File: src/verilog/agv_pkg.sv
// agv_pkg: register map, field layouts, reset values and gain tables for the
// audio gain and volume register bank. assumes nothing beyond a sv compiler.
package agv_pkg;

   localparam int ADDR_W = 3;
   localparam int DATA_W = 8;
   localparam int CODE_W = 5;
   localparam int HPG_W  = 2;
   localparam int MODE_W = 3;
   localparam int DB_W   = 8;

   // register indices, byte wide registers on the serial register port
   localparam logic [ADDR_W-1:0] MONO_INPUT_VOLUME_IDX      = 3'h4;
   localparam logic [ADDR_W-1:0] STEREO_PAIR_ONE_VOLUME_IDX = 3'h5;
   localparam logic [ADDR_W-1:0] STEREO_PAIR_TWO_VOLUME_IDX = 3'h6;

   // volume field sits in bits 4..0
   localparam int VOL_LSB = 0;
   localparam int VOL_MSB = 4;

   // reset values: volume reset not given, 0 dB code chosen
   localparam logic [CODE_W-1:0] VOL_RESET  = 5'h10;
   localparam logic [HPG_W-1:0]  HPG_RESET  = 2'h0;
   localparam logic [MODE_W-1:0] MODE_RESET = 3'h0;

   // headphone gain select codes
   localparam logic [HPG_W-1:0] HPG_PLUS6  = 2'h0;
   localparam logic [HPG_W-1:0] HPG_ZERO   = 2'h1;
   localparam logic [HPG_W-1:0] HPG_MINUS6 = 2'h2;
   localparam logic [HPG_W-1:0] HPG_MIN14  = 2'h3;

   // multiplexer mode that drives both channels from pair one volume
   localparam logic [MODE_W-1:0] MODE_STEREO_DIFF = 3'h3;

   // fixed loudspeaker stage gain, signed dB
   localparam logic signed [DB_W-1:0] SPK_GAIN_DB = 8'sh06;

   // thermal trip threshold in degrees celsius
   localparam int TEMP_W        = 9;
   localparam logic [TEMP_W-1:0] TEMP_TRIP_C = 9'h096;

   // audio taper, signed dB per code, index 0 .. 31
   localparam logic signed [DB_W-1:0] TAPER_DB [0:31] = '{
      -8'sd66, -8'sd56, -8'sd48, -8'sd44, -8'sd40, -8'sd36, -8'sd32, -8'sd28,
      -8'sd24, -8'sd21, -8'sd18, -8'sd15, -8'sd12, -8'sd9,  -8'sd6,  -8'sd3,
       8'sd0,   8'sd3,   8'sd5,   8'sd7,   8'sd9,   8'sd11,  8'sd13,  8'sd15,
       8'sd17,  8'sd18,  8'sd19,  8'sd20,  8'sd21,  8'sd22,  8'sd23,  8'sd24
   };

endpackage : agv_pkg

File: src/verilog/agv_gain_if.sv
// agv_gain_if: carries the selected volume codes from the register bank
// to the gain mapper. assumes both ends on the same clock.
`timescale 1ns/10ps
interface agv_gain_if;
   import agv_pkg::*;
   logic [CODE_W-1:0] left_code;
   logic [CODE_W-1:0] right_code;
   logic [HPG_W-1:0]  hp_sel;
   logic signed [DB_W-1:0] left_in_db;
   logic signed [DB_W-1:0] right_in_db;
   logic signed [DB_W-1:0] hp_db;

   modport bank (output left_code, right_code, hp_sel,
                 input left_in_db, right_in_db, hp_db);
   modport mapper (input left_code, right_code, hp_sel,
                   output left_in_db, right_in_db, hp_db);
endinterface : agv_gain_if

File: src/verilog/agv_regs.sv
// agv_regs: gain and volume register bank of the audio amplifier.
// assumes a register write/read port decoded by the serial interface logic,
// same clock, and a temperature word from the on-die sensor.
`timescale 1ns/10ps
module agv_regs
   import agv_pkg::*;
(
   input  wire logic                    sys_clk,
   input  wire logic                    rst_b,
   input  wire logic                    reg_wr,
   input  wire logic                    reg_rd,
   input  wire logic [ADDR_W-1:0]       reg_addr,
   input  wire logic [DATA_W-1:0]       reg_wdata,
   input  wire logic [HPG_W-1:0]        headphone_gain_select_wr,
   input  wire logic                    headphone_gain_select_we,
   input  wire logic [MODE_W-1:0]       mux_mode,
   input  wire logic [TEMP_W-1:0]       die_temp_c,
   output logic      [DATA_W-1:0]       reg_rdata,
   output logic                         reg_ack,
   output logic      [HPG_W-1:0]        headphone_gain_select,
   output logic signed [DB_W-1:0]       hp_left_total_db,
   output logic signed [DB_W-1:0]       hp_right_total_db,
   output logic signed [DB_W-1:0]       spk_left_total_db,
   output logic signed [DB_W-1:0]       spk_right_total_db,
   output logic                         amp_shutdown
);

   ////////////////////////////////////////////////////////////////////////
   // state
   typedef struct packed {
      logic [CODE_W-1:0]      mono_vol;
      logic [CODE_W-1:0]      pair1_vol;
      logic [CODE_W-1:0]      pair2_vol;
      logic [HPG_W-1:0]       hp_sel;
      logic [MODE_W-1:0]      mode_s1;
      logic [MODE_W-1:0]      mode;
      logic [TEMP_W-1:0]      temp_s1;
      logic [TEMP_W-1:0]      temp;
      logic                   hot;
      logic [DATA_W-1:0]      rdata;
      logic                   ack;
      logic signed [DB_W-1:0] hp_l;
      logic signed [DB_W-1:0] hp_r;
      logic signed [DB_W-1:0] spk_l;
      logic signed [DB_W-1:0] spk_r;
   } agv_state_t;

   agv_state_t state_q;
   agv_state_t state_d;

   agv_gain_if gi ();

   agv_gain_map u_map (
      .g (gi.mapper)
   );

   // pad a 5-bit code into a byte, upper bits zero
   // bits 7..5 of every volume register are unused and never stored
   function automatic logic [DATA_W-1:0] agv_pad(input logic [CODE_W-1:0] c);
      agv_pad = {{(DATA_W-CODE_W){1'b0}}, c};
   endfunction : agv_pad

   ////////////////////////////////////////////////////////////////////////
   // register index decode, one-hot so each target is a single bit; the
   // write and the read path share it, so a register can never answer at
   // an index other than the one it is written at
   typedef enum logic [3:0] {
      AGV_SEL_NONE  = 4'h1,
      AGV_SEL_MONO  = 4'h2,
      AGV_SEL_PAIR1 = 4'h4,
      AGV_SEL_PAIR2 = 4'h8
   } agv_sel_t;

   function automatic agv_sel_t agv_decode(input logic [ADDR_W-1:0] a);
      case (a)
         MONO_INPUT_VOLUME_IDX:      agv_decode = AGV_SEL_MONO;
         STEREO_PAIR_ONE_VOLUME_IDX: agv_decode = AGV_SEL_PAIR1;
         STEREO_PAIR_TWO_VOLUME_IDX: agv_decode = AGV_SEL_PAIR2;
         // any other index is not part of this bank
         default:                    agv_decode = AGV_SEL_NONE;
      endcase
   endfunction : agv_decode

   agv_sel_t reg_sel;

   // one decode per cycle, used by both strobes
   assign reg_sel = agv_decode(reg_addr);

   ////////////////////////////////////////////////////////////////////////
   // channel code selection from the mux mode:
   //   mono and mute modes take the mono code
   //   single-ended and summed modes take the code of the pair in use
   //   both differential modes take pair one, for left and right alike
   // left and right always share one code; the pair two field only matters
   // in the single-ended and summed pair two modes
   always_comb begin
      gi.hp_sel = state_q.hp_sel;
      case (state_q.mode)
         3'h0: begin
            gi.left_code  = state_q.mono_vol;
            gi.right_code = state_q.mono_vol;
         end
         3'h1, 3'h5: begin
            gi.left_code  = state_q.pair1_vol;
            gi.right_code = state_q.pair1_vol;
         end
         3'h2, 3'h6: begin
            gi.left_code  = state_q.pair2_vol;
            gi.right_code = state_q.pair2_vol;
         end
         // pair one code steers both channels in differential mode
         MODE_STEREO_DIFF, 3'h4: begin
            gi.left_code  = state_q.pair1_vol;
            gi.right_code = state_q.pair1_vol;
         end
         default: begin
            gi.left_code  = state_q.mono_vol;
            gi.right_code = state_q.mono_vol;
         end
      endcase
   end

   ////////////////////////////////////////////////////////////////////////
   // next state; latency in sys_clk edges from the input change:
   //   register write  -> stored code on the next edge
   //   stored code     -> totals one edge later, through the gain map
   //   mux_mode        -> two sync stages, then one edge for the totals
   //   die_temp_c      -> two sync stages, then one edge for amp_shutdown
   // a read answers with reg_ack and reg_rdata one edge after its strobe;
   // the data then holds until the next read, so a slow host can fetch it late
   always_comb begin
      state_d       = state_q;
      state_d.ack   = reg_wr | reg_rd;
      // mode and temperature come from other logic; synchronise anyway.
      // both are slow levels: a torn multi-bit sample shows for one cycle at
      // most, accepted here rather than paying for a handshake
      state_d.mode_s1 = mux_mode;
      state_d.mode    = state_q.mode_s1;
      state_d.temp_s1 = die_temp_c;
      state_d.temp    = state_q.temp_s1;
      // strictly above the trip point; at the trip temperature itself the
      // amplifiers keep running, and they restart once it is reached again
      state_d.hot     = (state_q.temp > TEMP_TRIP_C);

      // only bits 4..0 are stored; 7..5 dropped on write
      // a write to an unmapped index is dropped without trace
      if (reg_wr) begin
         case (reg_sel)
            AGV_SEL_MONO:
               state_d.mono_vol  = reg_wdata[VOL_MSB:VOL_LSB];
            AGV_SEL_PAIR1:
               state_d.pair1_vol = reg_wdata[VOL_MSB:VOL_LSB];
            AGV_SEL_PAIR2:
               state_d.pair2_vol = reg_wdata[VOL_MSB:VOL_LSB];
            default: ;
         endcase
      end
      // headphone select only changes through a register write
      // it has a load port of its own, its index lies outside this bank
      if (headphone_gain_select_we) begin
         state_d.hp_sel = headphone_gain_select_wr;
      end

      // read data, unmapped index reads zero
      if (reg_rd) begin
         case (reg_sel)
            AGV_SEL_MONO:  state_d.rdata = agv_pad(state_q.mono_vol);
            AGV_SEL_PAIR1: state_d.rdata = agv_pad(state_q.pair1_vol);
            AGV_SEL_PAIR2: state_d.rdata = agv_pad(state_q.pair2_vol);
            default:       state_d.rdata = '0;
         endcase
      end

      // total gains: input taper plus output stage
      // signed sums cannot wrap: the extremes are -80 and +30 dB
      state_d.hp_l  = DB_W'(gi.left_in_db + gi.hp_db);
      state_d.hp_r  = DB_W'(gi.right_in_db + gi.hp_db);
      state_d.spk_l = DB_W'(gi.left_in_db + SPK_GAIN_DB);
      state_d.spk_r = DB_W'(gi.right_in_db + SPK_GAIN_DB);
   end

   ////////////////////////////////////////////////////////////////////////
   // registers, synchronous active-low reset; sync stages live in the
   // struct too, so reset clears them with the rest. totals clear to zero
   // and only carry a real gain from the first edge after release
   always_ff @(posedge sys_clk) begin
      if (!rst_b) begin
         state_q           <= '0;
         state_q.mono_vol  <= VOL_RESET;
         state_q.pair1_vol <= VOL_RESET;
         state_q.pair2_vol <= VOL_RESET;
         state_q.hp_sel    <= HPG_RESET;
         state_q.mode_s1   <= MODE_RESET;
         state_q.mode      <= MODE_RESET;
      end else begin
         state_q <= state_d;
      end
   end

   // every output straight from the state register, no logic after the flops
   assign reg_rdata             = state_q.rdata;
   assign reg_ack               = state_q.ack;
   assign headphone_gain_select = state_q.hp_sel;
   assign hp_left_total_db      = state_q.hp_l;
   assign hp_right_total_db     = state_q.hp_r;
   assign spk_left_total_db     = state_q.spk_l;
   assign spk_right_total_db    = state_q.spk_r;
   assign amp_shutdown          = state_q.hot;

endmodule : agv_regs

File: src/verilog/agv_gain_map.sv
// agv_gain_map: pure decode of volume codes and headphone select to dB.
// assumes codes come from registers in the bank.
`timescale 1ns/10ps
module agv_gain_map
   import agv_pkg::*;
(
   agv_gain_if.mapper g
);

   // headphone select decode
   function automatic logic signed [DB_W-1:0] agv_hp_db(input logic [HPG_W-1:0] s);
      case (s)
         HPG_PLUS6:  agv_hp_db = 8'sh06;
         HPG_ZERO:   agv_hp_db = 8'sh00;
         HPG_MINUS6: agv_hp_db = -8'sh06;
         HPG_MIN14:  agv_hp_db = -8'sh0E;
         default:    agv_hp_db = 8'sh00;
      endcase
   endfunction : agv_hp_db

   // audio taper lookup and headphone gain
   assign g.left_in_db  = TAPER_DB[g.left_code];
   assign g.right_in_db = TAPER_DB[g.right_code];
   assign g.hp_db       = agv_hp_db(g.hp_sel);

endmodule : agv_gain_map

File: config.mk
export PLATFORM = sky130hd
export DESIGN_NAME = agv_regs
export DESIGN_NICKNAME = d
export VERILOG_FILES = /design/src/verilog/agv_pkg.sv /design/src/verilog/agv_gain_if.sv /design/src/verilog/agv_regs.sv /design/src/verilog/agv_gain_map.sv
export SDC_FILE = /design/constraint.sdc
export NUM_CORES = 1
export LEC_CHECK = 0
export BUFFER_PORTS_ARGS = -buffer_cell sky130_fd_sc_hd__buf_2
export CAP_MARGIN = 10
export CORE_ASPECT_RATIO = 1.25
export CORE_MARGIN = 2
export CORE_UTILIZATION = 49
export CTS_CLUSTER_SIZE = 24
export DETAILED_ROUTE_END_ITERATION = 6
export HOLD_SLACK_MARGIN = 0.12
export PLACE_DENSITY = 0.86
export SLEW_MARGIN = 30
export SYNTH_ARGS = -nofsm -noshare
export SYNTH_HDL_FRONTEND = slang
export SYNTH_SLANG_ARGS = --single-unit
File: constraint.sdc
create_clock -name sys_clk -period 3.1 [get_ports sys_clk]
set_input_delay 0.155 -clock sys_clk [delete_from_list [all_inputs] [get_ports sys_clk]]
set_output_delay 0.155 -clock sys_clk [all_outputs]
set_load 0.005 [all_outputs]
Word level (Yosys, flattened, before mapping)
Memory sizes are Yosys's and may differ from the RTL's.
Cells that the tools add are included.
{"block": "classes", "n_addsub": 2, "magnitude_cmp": 2, "eq_ne": 15, "muxes": 6, "bitwise_logic": 2, "n_reduce_logical": 6}
{"operator": "$pmux W8 S4", "n": 1}
{"operator": "$eq A3 B3 Y1 const B", "n": 6}
{"operator": "$mux W8", "n": 2}
{"operator": "$pmux W5 S3", "n": 1}
{"operator": "$pmux W4 S3", "n": 1}
{"operator": "$pmux W5 S2", "n": 1}
{"operator": "$gt A9 B8 Y1 const B", "n": 1}
{"operator": "$add A8 B4 Y8 const B", "n": 1}
{"operator": "$add A8 B8 Y8", "n": 1}
{"operator": "$eq A3 B2 Y1 const B", "n": 2}
{"operator": "$ge A6 B6 Y1 const B", "n": 1}
{"operator": "$not A5 Y6", "n": 1}
{"operator": "$reduce_and A2 Y1", "n": 3}
{"operator": "$eq A2 B2 Y1 const B", "n": 2}
{"operator": "$eq A4 B2 Y1 const B", "n": 1}
{"operator": "$eq A4 B3 Y1 const B", "n": 1}
{"operator": "$eq A4 B4 Y1 const B", "n": 1}
{"operator": "$reduce_or A4 Y1", "n": 1}
{"operator": "$eq A3 B1 Y1 const B", "n": 1}
{"operator": "$eq A2 B1 Y1 const B", "n": 1}
{"operator": "$logic_not A2 Y1", "n": 1}
{"operator": "$reduce_or A2 Y1", "n": 1}
{"operator": "$or A1 B1 Y1", "n": 1}
{"block": "word_totals", "regBits": 67, "romBits": 256, "input_bits": 30, "output_inout_bits": 44, "mem_count": 1}
{"name": "(no name shown)", "words": 32, "word_bits": 8, "read_ports": 1, "rd_clocked_by_memory_dff": 0, "wr": 0, "line_no": "agv_gain_map.sv:22", "text": "assign g.left_in_db = TAPER_DB[g.left_code];"}

Longest topological paths before layout
{"block": "depth", "word_depth": 8, "depth_mapped": 19, "ltp_nobuf": 19}

Hierarchy
A second synthesis with hierarchy kept.
{"block": "hier_totals", "hier_cells": 485, "area_unflattened_um2": 4379.2}
{"mod": "agv_regs", "instances": 1, "cells_each": 393, "area_per_inst_um2": 3718.6, "seq_area_each_um2": 1601.5}
{"mod": "agv_gain_map", "instances": 1, "cells_each": 92, "area_per_inst_um2": 660.6, "seq_area_each_um2": 0.0}

Least setup slack after synthesis
OpenSTA, ideal clock, no wires.
{"block": "synth_timing", "path_kind": "register to register", "from": "register state_q[60] (netlist bit)", "to": "register state_q (netlist bit hp_right_total_db[7])", "setup_ns": 0.078, "arrival_ns": 3.156, "t_required_ns": 3.022, "path_slack_ns": -0.134, "path_stages_with_launch": 19, "path_buffers": 0, "path_cell_list": "dfxtp_1 > or2_4 > nand2_1 > o221a_2 > inv_1 > ha_1 > inv_1 > a211oi_2 > mux2i_1 > nor2_1 > nor2_1 > inv_2 > ha_1 > fa_1 > a21o_1 > a21oi_1 > nor2b_1 > o311a_1 > nor3_1"}
{"block": "synth_between", "elab_chain_len": 8, "word_cells_on_any_way": 14}
{"element": "start: declaration", "line_no": "agv_regs.sv:48", "text": "agv_state_t state_q;"}
{"element": "start signal: assignment", "line_no": "agv_regs.sv:196", "text": "state_q <= state_d;"}
{"element": "$eq A3 B2 Y1 (tied with other cells)", "line_no": "agv_regs.sv:98", "text": "case (state_q.mode)"}
{"element": "$reduce_or A4 Y1 (no line) / $reduce_or A2 Y1 (equally long branches)"}
{"element": "$pmux W5 S2 *", "line_no": "agv_regs.sv:98"}
{"element": "$not A5 Y6 (not written as such) *", "line_no": "agv_gain_map.sv:23", "text": "assign g.right_in_db = TAPER_DB[g.right_code];"}
{"element": "$mem_v2 Z32 W8 *"}
{"element": "$mux W8 *"}
{"element": "$mux W8 (not written as such) *", "line_no": "agv_gain_map.sv:23"}
{"element": "$add A8 B8 Y8 *", "line_no": "agv_regs.sv:177", "text": "state_d.hp_r = DB_W'(gi.right_in_db + gi.hp_db);"}
Mark *: on every way between the ends. The rest lies on a longest branch, timed or not. The select of a mux whose other input is x is not followed.
A chain may end at the register's enable or synchronous reset.

Final worst setup path
Same ends and word-level chain as after synthesis.

==> impl_metrics.tcl <==
set metrics [dict create \
    status "finished with violations" \
    violations "negative setup slack" \
    drc 0 \
    cp_cell_sequence "or2_4 > a32oi_2 > nand2_2 > inv_4 > ha_1 > o21ai_2 > o221ai_2 > and2_4 > fa_2 > a21o_1 > a21oi_2 > nor2b_2 > o311a_1 > nor3_1" \
    drv_slew 0 \
    endpoint_kind "flip-flop" \
    p_leak_nw 1.97 \
    report.final.hold_viol_count 0 \
    dp_hpwl_um 4830 \
    whs_ns 0.173 \
    die_area_mm2 0.00721 \
    cts_buffers 9 \
    vdd.ir_drop.worst_uv 402 \
    htreeDepth 3 \
    final_common_cell "buf_2" \
    clock_skew_ns 0.0119 \
    clockPowerShare_pct 37.6 \
    grt_pass1_vias 2616 \
    share_comb_of_total_power_pct 21.2 \
    met1_usage_pct 20.5 \
    antenna_found_initial 0 \
    required_ns 3.37 \
    critPathKind "reg2reg" \
    cts_tree "built" \
    slowest_delay_ns 0.37 \
    antenna_cells 0 \
    setup_violations 3 \
    critical_path_arrival_ns 3.53 \
    synthFlopType "dfxtp_1" \
    clockBufferDepth 2 \
    drtIter0Drc 135 \
    finalNetCount 479 \
    clk_latency_ns 0.36 \
    ys_async_sr_fraction_pct 0 \
    p_int_mw 1.56 \
    seqPwrFrac_pct 41.2 \
    use_met3_pct 5.93 \
    p_per_area_mw_per_mm2 513 \
    netlist_instances 346 \
    overflow 0 \
    routed_wirelength_um 7300 \
    synth.avg_cell_area_um2 9.26 \
    grt_start_max_net_pins 34 \
    worst-path-buf-inv 1 \
    slew_headroom_pct 33.7 \
    grt_pass1_wl_um 11900 \
    p_sw_share_pct 27.2 \
    wl_per_cell_um 13.9 \
    die_w_um 76.3 \
    busiest_layer "met2" \
    area_growth_pct 30.5 \
    rsz0062_at_grt "true" \
    synth_cell_types 60 \
    cts-root-buf "clkbuf_8" \
    yosys_warnings 0 \
    core_mm2 0.00625 \
    cp_max_fo 4 \
    synth_edf_count 0 \
    drv_cap 0 \
    ys_ff_latch 63 \
    grt_usage_pct 21.6 \
    num_rows 32 \
    tns_ns -0.340 \
    clk_pin_slew_ns 0.08 \
    finalCriticalPeriod_ns 3.26 \
    cp-start-kind "flip-flop" \
    grt.met2_usage_pct 40.9 \
    path_delay_family "compound AO/OA/AOI/OAI gates" \
    worst_pin_slew_ns 0.986 \
    port_buffers 67 \
    io_pins 74 \
    ant_nets 0 \
    fin_crit_sh_pct 105 \
    max_freq_ghz 0.306 \
    initial_core_util_pct 51.3 \
    synth_area_mm2 0.00320 \
    hold_class "in2reg" \
    p_sw_mw 0.585 \
    fin_ws_ns -0.164 \
    reg2reg_slack_ns -0.16 \
    drive_gt1_share_pct 39.8 \
    final_cell_mix "buf_2, dfxtp_1, nor2_1" \
    ys_seq_area_share_pct 39.4 \
    gp_congestion 0.921 \
    vias 2681 \
    cts.sinks 63 \
    crit_path_top_delay_cell "dfxtp_4" \
    viasPerCell 5.11 \
    drt-pass1-iter-count 4 \
    die_height_um 94.4 \
]
[timing repair]
item / 4_1_cts / 5_1_grt
endpoints found under the hold margin: 30 / 0
pin swaps: 13 / 4
hold buffers: 23 / 0
setup buffers: 12 / 1
gates resized for setup: 19 / 9
setup endpoints to repair: 3 / 3
[path summary, 6_finish.rpt]
path	start	endpoint	cells past startpoint
setup reg to reg	state_q[60]$_SDFF_PN0_	hp_right_total_db[7]$_SDFF_PN0_	14
hold reg to reg	state_d[48]$_SDFF_PN0_	state_q[48]$_SDFF_PN0_	1
hold / removal	rst_b	state_q[72]$_SDFFE_PN1P_	2
setup / recovery	state_q[60]$_SDFF_PN0_	hp_right_total_db[7]$_SDFF_PN0_	14
[logic make-up after synthesis]
kind of cell / Yosys count / synth area share (%)
other cells: 1 / 0.117
fa+ha+maj: 15 / 6.05
flops: 63 / 39.4
simple gates: 124 / 20.0
buf+inv: 63 / 12.8
xor+xnor: 7 / 1.91
mux: 24 / 7.50
compound gates: 49 / 12.3
[synth_stat cells (2+ instances only)]
master     n  area (um2)
a211oi_2   2        25.0
a21o_1     3        22.5
a21oi_1   17        85.1
a32oi_2    2        32.5
and2_1    26         163
buf_4     42         315
buf_6      2        22.5
clkbuf_1  10        37.5
dfxtp_1   63        1260
ha_1      13         163
inv_1      8        30.0
mux2i_1   24         240
nand2_1   14        52.6
nand2b_1   4        25.0
nand3_1    4        20.0
nor2_1    50         188
nor2_2     2        12.5
nor2b_1    3        18.8
nor3_1     5        25.0
o21ai_0    4        20.0
o21ai_1    3        15.0
xnor2_1    7        61.3
[metrics by stage]
stage	total power, mW	util [%]	instances	cell area [um2]	setup WS, ns
finish	2.15	67.0	525	4180	-0.164
global placement	1.26	56.3	473	3510	-0.0817
detailed placement	1.28	56.3	473	3510	-0.193
global route	2.25	67.0	525	4180	-0.301
CTS	2.14	66.2	524	4140	-0.0920
floorplan	1.21	-	348	3240	0.0304
[cell type report]
type / instances / area, um2
fillers: 475 / 2060
multi-input cells: 222 / 1670
flip-flops and latches: 63 / 1270
repair buffers: 130 / 873
clock buffers: 9 / 124
well taps: 85 / 106
clock inverters: 7 / 103
inverters: 9 / 38.8
[power groups by stage]
stage / sequential, mW / clock [mW] / combinational, mW
2_1_floorplan: 0.897 / 0 / 0.308
3_3_place_gp: 0.899 / 0 / 0.362
6_report: 0.884 / 0.808 / 0.455
3_5_place_dp: 0.902 / 0 / 0.378
4_1_cts: 0.884 / 0.821 / 0.438
5_1_grt: 0.891 / 0.864 / 0.495
[routing by layer]
metal / up-vias / part of all wire [%]
li1: 1296 / -
met4: 0 / 5.1
met3: 38 / 6.1
met5: - / 0
met1: 1229 / 37
met2: 118 / 52
[sequential cells by signal, indices dropped and copies added (netlist names)]
signal                 cells
amp_shutdown               1
headphone_gain_select      2
hp_right_total_db          8
reg_ack                    1
reg_rdata                  5
spk_right_total_db         7
state_d                   12
state_q                   27
[worst register-to-register path, cell delays in order, from the launching register on]
cell	delay, ns
dfxtp_4	0.37
or2_4	0.26
a32oi_2	0.24
nand2_2	0.13
inv_4	0.10
ha_1	0.26
o21ai_2	0.16
o221ai_2	0.11
and2_4	0.21
fa_2	0.36
a21o_1	0.19
a21oi_2	0.18
nor2b_2	0.08
o311a_1	0.33
nor3_1	0.19
No activity file was read; power rests on OpenSTA's default activity.
